### src/dws_pkg.sv
// Constants, types and step layout for the default write sequence store
// Contract
// - After power-up both the start-up and shut-down sequences run from fixed defaults with no programming.
// - Writing 0100h to the start register 6Fh runs indexes 0..29; writing 0120h runs indexes 32..48.
// - Software may rewrite sequence locations 0..31 with its own steps at any time.
// - User step contents survive a software reset, which is a write to control register zero.
// - Power-down loses user step contents, so the fixed defaults apply after the next power-up.
// - Steps 0..18 enable bias, discharge, reference, gains, mixers, clock, converters, pump, outputs.
// - Step 19 writes 11h to bits 7:0 of register 5Eh with delay code 0h.
// - Step 20 writes 33h to bits 7:0 of register 5Ah.
// - Step 21 writes 33h to bits 7:0 of register 5Eh.
// - Step 22 writes 2h to bits 1:0 of 45h; step 23 writes Fh to bits 3:0 of 43h with delay code Ch.
// - Step 24 writes Fh to bits 3:0 of 43h again with delay code 7h.
// - Step 26 writes 77h to bits 7:0 of register 5Ah.
// - Step 27 writes 77h to bits 7:0 of register 5Eh.
// - The sequencer stops after a step whose end-of-sequence flag is set or after index 63, else goes to the next index.
// - Each step lasts 62.5 us times (two to the delay code plus eight), execution included.
// - Each step updates only the field at its start bit, width code plus one bits, from its low data bits.
package dws_pkg;

    // ------------------------------------------------------------
    // Register addresses
    // ------------------------------------------------------------
    localparam logic [7:0] A_SOFT_RESET = 8'h00;
    localparam logic [7:0] A_WR_INDEX   = 8'h6C;
    localparam logic [7:0] A_STEP_LO    = 8'h6D;
    localparam logic [7:0] A_STEP_HI    = 8'h6E;
    localparam logic [7:0] A_SEQ_START  = 8'h6F;

    // ------------------------------------------------------------
    // Field positions and masks
    // ------------------------------------------------------------
    localparam int          WIDTH_LSB  = 12;
    localparam int          START_LSB  = 8;
    localparam int          EOS_BIT    = 14;
    localparam int          DELAY_LSB  = 8;
    localparam int          GO_BIT     = 8;
    localparam logic [15:0] LO_MASK    = 16'h7FFF;
    localparam logic [15:0] HI_MASK    = 16'h4FFF;
    localparam logic [15:0] INDEX_MASK = 16'h001F;

    // ------------------------------------------------------------
    // Sequence memory shape
    // ------------------------------------------------------------
    localparam int         RAM_DEPTH  = 32;
    localparam logic [5:0] LAST_INDEX = 6'h3F;
    localparam logic [7:0] FIELD_ONES = 8'hFF;
    localparam logic [2:0] WIDTH_MAX  = 3'h7;

    // ------------------------------------------------------------
    // Step timing
    // ------------------------------------------------------------
    localparam int          UNIT_NS      = 62500;
    localparam int          CLK_MHZ      = 125;
    localparam int          UNIT_CYC_DEF = (UNIT_NS * CLK_MHZ + 999) / 1000;
    localparam logic [15:0] DELAY_BIAS   = 16'h0008;
    localparam logic [15:0] ONE16        = 16'h0001;
    localparam logic [27:0] ONE28        = 28'h000_0001;

    // One stored sequence step
    typedef struct packed {
        logic       eos;
        logic [3:0] delay;
        logic [2:0] width;
        logic [3:0] lsb;
        logic [7:0] addr;
        logic [7:0] value;
    } dws_step_t;

    // Sequencer states
    typedef enum logic [2:0] {
        ST_IDLE = 3'b001,
        ST_EXEC = 3'b010,
        ST_WAIT = 3'b100
    } dws_state_t;

endpackage

### src/dws_rom.sv
// Fixed default contents of all 64 sequence steps
`timescale 1ns/1ps
module dws_rom
    import dws_pkg::*;
(
    input  wire logic [5:0] idx,   // Step index
    output dws_step_t       step   // Default step at that index
);

    // Pack one step from its fields
    function automatic dws_step_t mk(input logic [7:0] a, input logic [2:0] w,
                                     input logic [3:0] s, input logic [7:0] v,
                                     input logic [3:0] d, input logic e);
        mk = '{eos: e, delay: d, width: w, lsb: s, addr: a, value: v};
    endfunction

    // ------------------------------------------------------------
    // Default table; unlisted indexes are spare steps to FFh
    // ------------------------------------------------------------
    always_comb begin
        case (idx)
            6'h00: step = mk(8'h04, 3'h4, 4'h0, 8'h1A, 4'h0, 1'h0);
            6'h01: step = mk(8'h41, 3'h0, 4'h1, 8'h01, 4'h9, 1'h0);
            6'h02: step = mk(8'h11, 3'h1, 4'h0, 8'h03, 4'h0, 1'h0);
            6'h03: step = mk(8'h41, 3'h0, 4'h1, 8'h00, 4'h0, 1'h0);
            6'h04: step = mk(8'h05, 3'h7, 4'h0, 8'hF7, 4'hB, 1'h0);
            6'h05: step = mk(8'h11, 3'h1, 4'h0, 8'h00, 4'h0, 1'h0);
            6'h06: step = mk(8'h05, 3'h1, 4'h3, 8'h00, 4'h0, 1'h0);
            6'h07: step = mk(8'h05, 3'h1, 4'h1, 8'h01, 4'h0, 1'h0);
            6'h08: step = mk(8'h04, 3'h0, 4'h0, 8'h01, 4'h0, 1'h0);
            6'h09: step = mk(8'h0E, 3'h1, 4'h0, 8'h03, 4'h0, 1'h0);
            6'h0A: step = mk(8'h0D, 3'h1, 4'h0, 8'h03, 4'h0, 1'h0);
            6'h0B: step = mk(8'h0F, 3'h1, 4'h0, 8'h03, 4'h0, 1'h0);
            6'h0C: step = mk(8'h16, 3'h0, 4'h1, 8'h01, 4'h0, 1'h0);
            6'h0D: step = mk(8'h12, 3'h1, 4'h2, 8'h03, 4'h5, 1'h0);
            6'h0F: step = mk(8'h04, 3'h0, 4'h4, 8'h00, 4'h0, 1'h0);
            6'h10: step = mk(8'h62, 3'h0, 4'h0, 8'h01, 4'h6, 1'h0);
            6'h12: step = mk(8'h5A, 3'h7, 4'h0, 8'h11, 4'h0, 1'h0);
            6'h13: step = mk(8'h5E, 3'h7, 4'h0, 8'h11, 4'h0, 1'h0);
            6'h14: step = mk(8'h5A, 3'h7, 4'h0, 8'h33, 4'h0, 1'h0);
            6'h15: step = mk(8'h5E, 3'h7, 4'h0, 8'h33, 4'h0, 1'h0);
            6'h16: step = mk(8'h45, 3'h1, 4'h0, 8'h02, 4'h0, 1'h0);
            6'h17: step = mk(8'h43, 3'h3, 4'h0, 8'h0F, 4'hC, 1'h0);
            6'h18: step = mk(8'h43, 3'h3, 4'h0, 8'h0F, 4'h7, 1'h0);
            6'h1A: step = mk(8'h5A, 3'h7, 4'h0, 8'h77, 4'h0, 1'h0);
            6'h1B: step = mk(8'h5E, 3'h7, 4'h0, 8'h77, 4'h0, 1'h0);
            6'h1C: step = mk(8'h5A, 3'h7, 4'h0, 8'hFF, 4'h0, 1'h0);
            6'h1D: step = mk(8'h5E, 3'h7, 4'h0, 8'hFF, 4'h0, 1'h1);
            6'h20: step = mk(8'h5E, 3'h7, 4'h0, 8'h77, 4'h0, 1'h0);
            6'h21: step = mk(8'h5A, 3'h7, 4'h0, 8'h77, 4'h0, 1'h0);
            6'h22: step = mk(8'h5A, 3'h7, 4'h0, 8'h00, 4'h0, 1'h0);
            6'h23: step = mk(8'h5E, 3'h7, 4'h0, 8'h00, 4'h0, 1'h0);
            6'h24: step = mk(8'h43, 3'h3, 4'h0, 8'h00, 4'h0, 1'h0);
            6'h25: step = mk(8'h62, 3'h0, 4'h0, 8'h00, 4'h0, 1'h0);
            6'h26: step = mk(8'h12, 3'h1, 4'h2, 8'h00, 4'h0, 1'h0);
            6'h27: step = mk(8'h16, 3'h0, 4'h1, 8'h00, 4'h0, 1'h0);
            6'h28: step = mk(8'h0E, 3'h1, 4'h0, 8'h00, 4'h0, 1'h0);
            6'h29: step = mk(8'h0F, 3'h1, 4'h0, 8'h00, 4'h0, 1'h0);
            6'h2A: step = mk(8'h0D, 3'h1, 4'h0, 8'h00, 4'h0, 1'h0);
            6'h2B: step = mk(8'h04, 3'h0, 4'h0, 8'h00, 4'h0, 1'h0);
            6'h30: step = mk(8'hFF, 3'h0, 4'h0, 8'h00, 4'h0, 1'h1);
            default: step = mk(8'hFF, 3'h0, 4'h0, 8'h00, 4'h0, 1'h0);
        endcase
    end

endmodule

### src/dws_top.sv
// Control write sequencer with default step store and launch logic
//
// The strobed register port and the register addresses were decided locally.
`timescale 1ns/1ps
module dws_top
    import dws_pkg::*;
#(
    parameter int UNIT_CYC = UNIT_CYC_DEF   // Cycles per 62.5 us unit
)
(
    input  wire logic        mclk,          // System clock, 125 MHz
    input  wire logic        nrst,          // Power-on reset, sync, active low
    input  wire logic [7:0]  reg_addr,      // Register address
    input  wire logic [15:0] reg_wdata,     // Register write data
    input  wire logic        reg_wr,        // Write strobe
    input  wire logic        reg_rd,        // Read strobe
    output logic      [15:0] reg_rdata,     // Read data, cycle after strobe
    output logic             ctl_we,        // Field write pulse
    output logic      [7:0]  ctl_addr,      // Target control register
    output logic      [15:0] ctl_wdata,     // Field data in place
    output logic      [15:0] ctl_wmask,     // Field bits to update
    output logic             seq_busy       // Sequence running
);

    // ------------------------------------------------------------
    // State record
    // ------------------------------------------------------------
    typedef struct packed {
        dws_step_t [RAM_DEPTH-1:0] ram;
        logic [RAM_DEPTH-1:0]      user;
        logic [4:0]                widx;
        logic [15:0]               lo;
        logic [15:0]               hi;
        dws_state_t                state;
        logic [5:0]                idx;
        logic [27:0]               cnt;
        logic                      stop;
        logic [15:0]               rdata;
        logic                      we;
        logic [7:0]                addr;
        logic [15:0]               wdata;
        logic [15:0]               wmask;
        logic                      busy;
    } dws_regs_t;

    localparam dws_regs_t REGS_RST = '{state: ST_IDLE, default: '0};

    dws_regs_t s_q;
    dws_regs_t s_d;

    // ------------------------------------------------------------
    // Default table lookups
    // ------------------------------------------------------------
    dws_step_t rom_run;
    dws_step_t rom_prog;
    dws_step_t cur_step;
    dws_step_t prog_step;
    dws_step_t new_step;

    // Step being executed
    dws_rom u_rom_run (
        .idx  (s_q.idx),
        .step (rom_run)
    );

    // Step at the programming index, for read-back
    dws_rom u_rom_prog (
        .idx  ({1'b0, s_q.widx}),
        .step (rom_prog)
    );

    // ------------------------------------------------------------
    // Step selection: user copy overrides the default
    // ------------------------------------------------------------
    always_comb begin
        cur_step = rom_run;
        if (!s_q.idx[5] && s_q.user[s_q.idx[4:0]]) begin
            cur_step = s_q.ram[s_q.idx[4:0]];
        end
        prog_step = rom_prog;
        if (s_q.user[s_q.widx]) begin
            prog_step = s_q.ram[s_q.widx];
        end
    end

    // ------------------------------------------------------------
    // Field placement and step length
    // ------------------------------------------------------------
    logic [7:0]  low_mask;
    logic [15:0] units;
    logic [31:0] total;

    always_comb begin
        low_mask = FIELD_ONES >> (WIDTH_MAX - cur_step.width);
        units    = (ONE16 << cur_step.delay) + DELAY_BIAS;
        total    = 32'(units) * 32'(UNIT_CYC);
    end

    // ------------------------------------------------------------
    // Next state
    // ------------------------------------------------------------
    always_comb begin
        s_d       = s_q;
        s_d.rdata = '0;
        s_d.we    = 1'b0;
        new_step  = '0;

        // Sequencer
        case (s_q.state)
            ST_IDLE: begin
                s_d.busy = 1'b0;
            end
            ST_EXEC: begin
                s_d.we    = 1'b1;
                s_d.addr  = cur_step.addr;
                s_d.wmask = 16'(low_mask) << cur_step.lsb;
                s_d.wdata = 16'(cur_step.value & low_mask) << cur_step.lsb;
                s_d.cnt   = total[27:0] - ONE28;
                s_d.stop  = cur_step.eos || (s_q.idx == LAST_INDEX);
                s_d.state = ST_WAIT;
            end
            ST_WAIT: begin
                s_d.cnt = s_q.cnt - ONE28;
                if (s_q.cnt <= ONE28) begin
                    if (s_q.stop) begin
                        s_d.state = ST_IDLE;
                        s_d.busy  = 1'b0;
                    end else begin
                        s_d.idx   = s_q.idx + 6'h01;
                        s_d.state = ST_EXEC;
                    end
                end
            end
            default: begin
                s_d.state = ST_IDLE;
                s_d.busy  = 1'b0;
            end
        endcase

        // Register reads
        if (reg_rd) begin
            case (reg_addr)
                A_WR_INDEX: begin
                    s_d.rdata = 16'(s_q.widx);
                end
                A_STEP_LO: begin
                    s_d.rdata = (16'(prog_step.width) << WIDTH_LSB)
                              | (16'(prog_step.lsb) << START_LSB)
                              | 16'(prog_step.addr);
                end
                A_STEP_HI: begin
                    s_d.rdata = (16'(prog_step.eos) << EOS_BIT)
                              | (16'(prog_step.delay) << DELAY_LSB)
                              | 16'(prog_step.value);
                end
                A_SEQ_START: begin
                    s_d.rdata = (16'(s_q.busy) << GO_BIT) | 16'(s_q.idx);
                end
                default: begin
                    s_d.rdata = '0;
                end
            endcase
        end

        // Register writes
        if (reg_wr) begin
            case (reg_addr)
                A_SOFT_RESET: begin
                    // Soft reset: sequencer and staging only, memory kept
                    s_d.state = ST_IDLE;
                    s_d.busy  = 1'b0;
                    s_d.idx   = '0;
                    s_d.cnt   = '0;
                    s_d.stop  = 1'b0;
                    s_d.widx  = '0;
                    s_d.lo    = '0;
                    s_d.hi    = '0;
                    s_d.we    = 1'b0;
                end
                A_WR_INDEX: begin
                    s_d.widx = reg_wdata[4:0];
                end
                A_STEP_LO, A_STEP_HI: begin
                    if (reg_addr == A_STEP_LO) begin
                        s_d.lo = reg_wdata & LO_MASK;
                    end else begin
                        s_d.hi = reg_wdata & HI_MASK;
                    end
                    new_step.width = s_d.lo[WIDTH_LSB +: 3];
                    new_step.lsb   = s_d.lo[START_LSB +: 4];
                    new_step.addr  = s_d.lo[7:0];
                    new_step.eos   = s_d.hi[EOS_BIT];
                    new_step.delay = s_d.hi[DELAY_LSB +: 4];
                    new_step.value = s_d.hi[7:0];
                    s_d.ram[s_q.widx]  = new_step;
                    s_d.user[s_q.widx] = 1'b1;
                end
                A_SEQ_START: begin
                    if (!reg_wdata[GO_BIT]) begin
                        // Start bit clear stops a running sequence, no late step write
                        s_d.state = ST_IDLE;
                        s_d.busy  = 1'b0;
                        s_d.we    = 1'b0;
                    end else if (s_q.state == ST_IDLE) begin
                        // Any start index allowed, e.g. 33 to skip a step
                        s_d.idx   = reg_wdata[5:0];
                        s_d.state = ST_EXEC;
                        s_d.busy  = 1'b1;
                    end
                end
                default: begin
                    s_d.busy = s_d.busy;
                end
            endcase
        end
    end

    // ------------------------------------------------------------
    // State register; power-on reset drops all user steps
    // ------------------------------------------------------------
    always_ff @(posedge mclk) begin
        if (!nrst) begin
            s_q <= REGS_RST;
        end else begin
            s_q <= s_d;
        end
    end

    // ------------------------------------------------------------
    // Outputs straight from the state register
    // ------------------------------------------------------------
    assign reg_rdata = s_q.rdata;
    assign ctl_we    = s_q.we;
    assign ctl_addr  = s_q.addr;
    assign ctl_wdata = s_q.wdata;
    assign ctl_wmask = s_q.wmask;
    assign seq_busy  = s_q.busy;

endmodule

### config.mk
export PLATFORM = sky130hd
export DESIGN_NAME = dws_top
export DESIGN_NICKNAME = d
export VERILOG_FILES = /design/src/dws_pkg.sv /design/src/dws_rom.sv /design/src/dws_top.sv
export SDC_FILE = /design/constraint.sdc
export NUM_CORES = 2
export LEC_CHECK = 0
export BUFFER_PORTS_ARGS = -buffer_cell sky130_fd_sc_hd__buf_4
export CORE_ASPECT_RATIO = 1.2
export CORE_MARGIN = 2
export CORE_UTILIZATION = 50
export CTS_CLUSTER_SIZE = 14
export DETAILED_ROUTE_END_ITERATION = 7
export PLACE_DENSITY_LB_ADDON = 0.1
export SETUP_SLACK_MARGIN = 0.02
export SYNTH_ARGS = -nofsm -noshare
export SYNTH_HDL_FRONTEND = slang
export SYNTH_SLANG_ARGS = --single-unit
### constraint.sdc
create_clock -name mclk -period 26.1 [get_ports mclk]
set_input_delay 1.305 -clock mclk [delete_from_list [all_inputs] [get_ports mclk]]
set_output_delay 1.305 -clock mclk [all_outputs]
set_load 0.1 [all_outputs]
# After elaboration in Yosys (flattened, before gate mapping)
# Memories as Yosys holds them, arrays and structs flattened. A register that Yosys moved wholly into a read port is not among the register bits.
# Cells that the tools add are included.
[totals]
ff_bits = 1057
rom_bits = 3456
word_cells = 300
n_memories = 2
[mem_list]
columns = ["name", "depth", "word_bits", "read_ports", "rd_ports_with_merged_regs", "wr", "line_no", "source"]
rows = [
  ["(no name shown)", 64, 27, 1, 1, 0, "dws_rom.sv:21", "case (idx)"],
  ["(no name shown)", 64, 27, 1, 1, 0, "dws_rom.sv:21", ""],
]
[classes]
add_sub_neg = 5
n_mul = 1
n_lt_le_gt_ge = 4
eq_ne = 8
shift = 4
n_mux = 51
bitwise = 7
n_reduce_logical = 12
[op_table]
columns = ["op", "count"]
rows = [
  ["896-bit bitwise mux", 1],
  ["28-bit binary-select mux with 5-bit select", 2],
  ["28-bit demux with 5-bit select", 1],
  ["28-bit 2-to-1 mux", 5],
  ["31-bit one-hot mux with 2 select lines", 1],
  ["15-bit one-hot mux with 4 select lines", 1],
  ["28-bit one-hot mux with 2 select lines", 1],
  ["28-bit by 1-bit subtractor with 28-bit output, second input constant", 2],
  ["16-bit 2-to-1 mux", 3],
  ["15-bit 2-to-1 mux", 3],
  ["41-bit 2-to-1 mux", 1],
  ["38-bit 2-to-1 mux", 1],
  ["6-bit 2-to-1 mux", 6],
  ["8-bit by 7-bit equality test with 1-bit output, second input constant", 4],
  ["32-bit bitwise OR", 1],
  ["8-bit by 4-bit << shifter with 16-bit output", 2],
  ["15-bit by 12-bit bitwise OR with 15-bit output", 2],
  ["15-bit by 8-bit bitwise OR with 15-bit output", 2],
  ["29-bit 2-to-1 mux", 1],
  ["28-bit by 1-bit less-or-equal comparator with 1-bit output, second input constant", 1],
  ["16-bit by 13-bit multiplier with 28-bit output, second input constant", 1],
  ["9-bit 2-to-1 mux", 2],
  ["9-bit one-hot mux with 2 select lines", 1],
  ["16-bit by 4-bit adder with 16-bit output, second input constant", 1],
  ["27 further kinds", 46],
]

# Logic depth before layout (Yosys ltp)
[depth]
depth_word = 12
depth_mapped = 38
ltp_nobuf = 33

# Hierarchy
# From an unflattened synthesis, not the netlist that was laid out.
[unflattened]
hier_cells = 5935
area_unflattened_um2 = 58297.2
[by_module_without_submodules]
columns = ["module", "instances", "cells_per_inst", "area_each_um2", "seq_area_each_um2"]
rows = [
  ["dws_top", 1, 5581, 55969.9, 21140.3],
  ["dws_rom at u_rom_run", 1, 177, 1167.4, 0.0],
  ["dws_rom at u_rom_prog", 1, 177, 1159.9, 0.0],
]

# Worst setup path after synthesis
# OpenSTA, ideal clock, no wires.
[synth_timing]
kind = "reg-to-reg"
from = "reg s_q[87] in the netlist's numbering"
to = "reg s_q[86] in the netlist's numbering"
setup_ns = 0.130
arrival_ns = 8.247
required_ns = 25.970
slack_ns = 17.723
path_stages_with_launch = 35
n_path_buf = 5
cell_sequence = "dfxtp_1 -> buf_4 -> buf_4 -> buf_6 -> buf_4 -> buf_2 -> mux4_2 -> mux4_2 -> nand2_1 -> nand3_1 -> o21ai_1 -> nand2b_1 -> nand2b_1 -> inv_1 -> ha_1 -> inv_1 -> xnor2_1 -> ha_1 -> inv_1 -> fa_1 -> inv_1 -> fa_1 -> fa_1 -> fa_1 -> fa_1 -> ha_1 -> o21ai_0 -> nand2_1 -> a21oi_1 -> a21oi_1 -> a31o_2 -> a21o_1 -> a221oi_1 -> xnor2_1 -> o22ai_1"
[synth_between]
elab_chain_len = 11
elab_cells_between_ends = 13
cone_classes = "add/sub (2); mul (1); shift (1); mux (8); reduce/logical (1)"
[synth_rtl]
columns = ["item", "line_no", "source"]
rows = [
  ["start, declared", "dws_top.sv:48", "dws_regs_t s_q;"],
  ["start signal, assigned", "dws_top.sv:223", "s_q <= REGS_RST;"],
  ["start signal, assigned", "dws_top.sv:225", "s_q <= s_d;"],
  ["1-bit binary-select mux with 5-bit select", "dws_top.sv:77", "if (!s_q.idx[5] && s_q.user[s_q.idx[4:0]]) begin"],
  ["1-bit 2-to-1 mux (implied by the code)", "dws_top.sv:77", ""],
  ["1-bit logical AND", "dws_top.sv:77", ""],
  ["28-bit 2-to-1 mux (*)", "dws_top.sv:77", ""],
  ["1-bit by 4-bit << shifter with 16-bit output (*)", "dws_top.sv:95", "units = (ONE16 << cur_step.delay) + DELAY_BIAS;"],
  ["16-bit by 4-bit adder with 16-bit output (*)", "dws_top.sv:95", ""],
  ["16-bit by 13-bit multiplier with 28-bit output (*)", "dws_top.sv:96", "total = 32'(units) * 32'(UNIT_CYC);"],
  ["28-bit by 1-bit subtractor with 28-bit output (*)", "dws_top.sv:118", "s_d.cnt = total[27:0] - ONE28;"],
  ["28-bit one-hot mux with 2 select lines (*)", "dws_top.sv:109", "case (s_q.state)"],
  ["29-bit 2-to-1 mux", "dws_top.sv:167", "case (reg_addr)"],
  ["38-bit 2-to-1 mux (*)", "dws_top.sv:166", "if (reg_wr) begin"],
]
# Mark *: on every way between the ends. The rest lies on a longest branch, timed or not. The select of a mux whose other input is x is not followed.
# A chain may end at the register's enable or synchronous reset.

# Worst setup path after layout
[layout_timing]
from = "reg s_q[88] in the netlist's numbering"
to = "reg s_q[84] in the netlist's numbering"
# The elaborated chain is that of the path after synthesis.

==> flow_summary.toml <==
[run_status]
status = "finished clean"

[routing]
postRouteWirelength_mm = 216
drc_errors = 0
drt-met1-wl_mm = 88.5
vias_per_cell = 6.60
highest_layer = "met5"
vias = 49800
dr.first_iter.drc_count = 5667
dr.pass1.iters = 6
wl_per_cell_um = 28.7
wl_met3_mm = 17.6
ant_nets = 0
wl_met2_mm = 99.3

[cts]
clk_pin_slew_ns = 0.07
numCtsBuffers = 114
cts.sinks = 1109
ctsHoldBuffers = 0
root_buffer = "clkbuf_16"
cts_tree = "done"
clockBufferDepth = 3
post-cts-setup-buffers = 0
worstSkewPairLatency_ns = 0.76
cts_max_level = 3
cts_resized = 0

[synth]
yosysWarningCount = 0
ys_top_cells_by_count = "1109 x dfxtp_1, 1108 x nand2_1, 675 x o211a_1"
syn_nets = 6387
ys_ff_latch = 1109
avgSynthCellArea_sq_um = 10.0
yosysMostFrequentCell = "dfxtp_1"
synthArstFlopShare_pct = 0
synth_top_area_share_pct = 36.0
synth.distinct_cells = 95
synth_top_area_cell = "dfxtp_1"
synthTopCellsByArea = "dfxtp_1 36%, mux4_2 17%, o211a_1 11%"
synthFlopType = "dfxtp_1"
seq_area_frac_synth_pct = 36.0
syn_area_sq_um = 61600
syn_inst = 6159
synth_enable_flop_cells = 0

[place]
place_ws_ns = 15.46
dp_hpwl_mm = 129
dp_cells = 7335
portBuffers = 83
place.gp.congestion = 0.936
placed_cell_area_sq_um = 62800

[global_route]
grt_pass1_vias = 47200
gr-total-overflow = 0
antenna_found_initial = 9
grt_pass1_wl_mm = 318
grt_usage_pct = 33.7
grt_max_degree = 125

[power_and_ir_drop]
clkPwrFrac_pct = 49.7
combPwrFrac_pct = 2.3
internal_power_w = 0.00272
seq_power_share_pct = 48.1
p_sw_w = 0.000799
leakagePower_nw = 31.5
max-vdd-ir-drop_mv = 0.0524
swShare_pct = 22.7
power_density_nw_per_um2 = 52.8

[timing]
grt_setup_unrepaired = "no"
hold_slack_ns = 0.457
finalSetupTns_ns = 0
max_freq_mhz = 93.2
fin_crit_ns = 10.73
maxSlewViolCount = 0
fin_crit_sh_pct = 41.1
max_slew_margin_pct = 17.6
fin_ws_ns = 15.37
tightest_slew_ns = 1.23
finalClockSkew_ns = 0.0293
hold_viol_final = 0
finalSetupViolCount = 0

[critical_path]
path_delay_family = "adder cells"
crit_top_cell = "fa_1"
crit_path_end_kind = "register"
critPathBufInv = 6
worstPathArrival_ns = 11.35
worst_path_largest_cell_delay_ns = 0.74
rr_startpoint = "s_q[88]"
path_class = "reg2reg"
r2r_cells = 31
reg2reg_to = "s_q[84]"
critPathRequiredTime_ns = 26.71
rrSetupSlack_ns = 15.37
start_kind = "register"
cp_slowest_cell = "buf_12"
cp_max_fo = 124

[die]
io_pins = 86
dieArea_sq_um = 126000
chipHeight_um = 389
die_w_um = 324
core_area_sq_um = 123000
num_rows = 141
initial_core_util_pct = 50.2

[worst_hold_path]
hold_class = "reg2reg"
min_to = "ctl_wdata[15]"
whs_path_depth = 2
min_from = "ctl_wdata[15]"

[cells_and_area]
instances_no_fill = 7548
design_area_sq_um = 66700
nNetsFinal = 6035
drive_gt1_share_pct = 17.1
syn_to_final_growth_pct = 8.35

[flow_run]
cap_violations = 0
-- area by class of cell --
type,instances,area (sq um)
inverters,122,460
multi-input cells,4246,36400
flip-flops and latches,1109,22200
repair buffers,214,1680
well taps,1644,2060
diodes,1,2.50
clock buffers,161,3340
fillers,10900,55900
clock inverters,51,636
-- tightest hold or removal path, stage by stage, from the launching register on --
cell and delay, ns:
dfxtp_1 0.33, nand2_1 0.04, o21ai_0 0.05
-- routing by layer --
layer	global-route usage (%)	vias to the layer above
met1	45.1	25100
met5	0	-
met2	53.7	2245
li1	-	21900
met3	5.36	500
met4	15.8	12
-- layout by cell type, fill, tap and decap left out, types with 46 or more instances in the layout --
master,synthesis,routed
a21oi_1,116,116
nand3_1,89,89
and2_1,268,265
a31oi_1,46,46
dfxtp_1,1109,1102
fa_1,63,63
inv_1,118,117
clkbuf_16,0,115
mux4_2,477,477
nor2_1,167,142
mux2i_1,82,54
nand2_1,1108,1099
a22oi_1,92,92
o21ai_0,352,348
ha_1,137,137
buf_4,72,208
o211a_1,675,675
-- per-stage QoR --
step           utilization, %  total power [W]
6_report                 54.4          0.00352
5_1_grt                  54.4          0.00361
4_1_cts                  54.4          0.00354
3_5_place_dp             51.2          0.00181
3_3_place_gp             51.2          0.00181
2_1_floorplan               -          0.00178
-- kinds of logic (layout without fill, tap and decap cells) --
kind of cell,Yosys count,count (layout),synth area share (%)
buffers and inverters,804,548,5.55
XOR/XNOR,36,36,0.512
AND/OR/NAND/NOR,1816,1816,13.2
AO/OA/AOI/OAI,1621,1621,20.9
flip-flops,1109,1109,36.0
other,1,2,0.00609
adder cells (fa/ha/maj),201,201,4.85
multiplexers,571,571,19.0
-- power groups by stage --
stage,sequential (W),clock (W),combinational [W]
after floorplan,0.00173,0,0.0000515
after global placement,0.00173,0,0.0000797
after detailed placement,0.00173,0,0.0000791
after CTS,0.00169,0.00177,0.0000793
after global routing,0.00169,0.00183,0.0000860
final,0.00169,0.00175,0.0000803
-- worst max path at each step --
stage	start	end	slack, ns	cells after the start
after floorplan	s_q[87]	s_q[86]	17.72	34
after global placement	s_q[88]	s_q[84]	15.51	31
after detailed placement	s_q[88]	s_q[84]	15.46	31
after CTS	s_q[88]	s_q[84]	15.43	31
after global routing	s_q[87]	s_q[84]	14.94	29
final	s_q[88]	s_q[84]	15.37	31
-- registers in the layout, summed over array words and instances (netlist names) --
register,flops
ctl_wmask,16
ctl_we,1
s_q,999
seq_busy,1
u_rom_run.step,27
ctl_wdata,16
reg_rdata,15
u_rom_prog.step,26
ctl_addr,8
No activity file was read; power rests on OpenSTA's default activity.
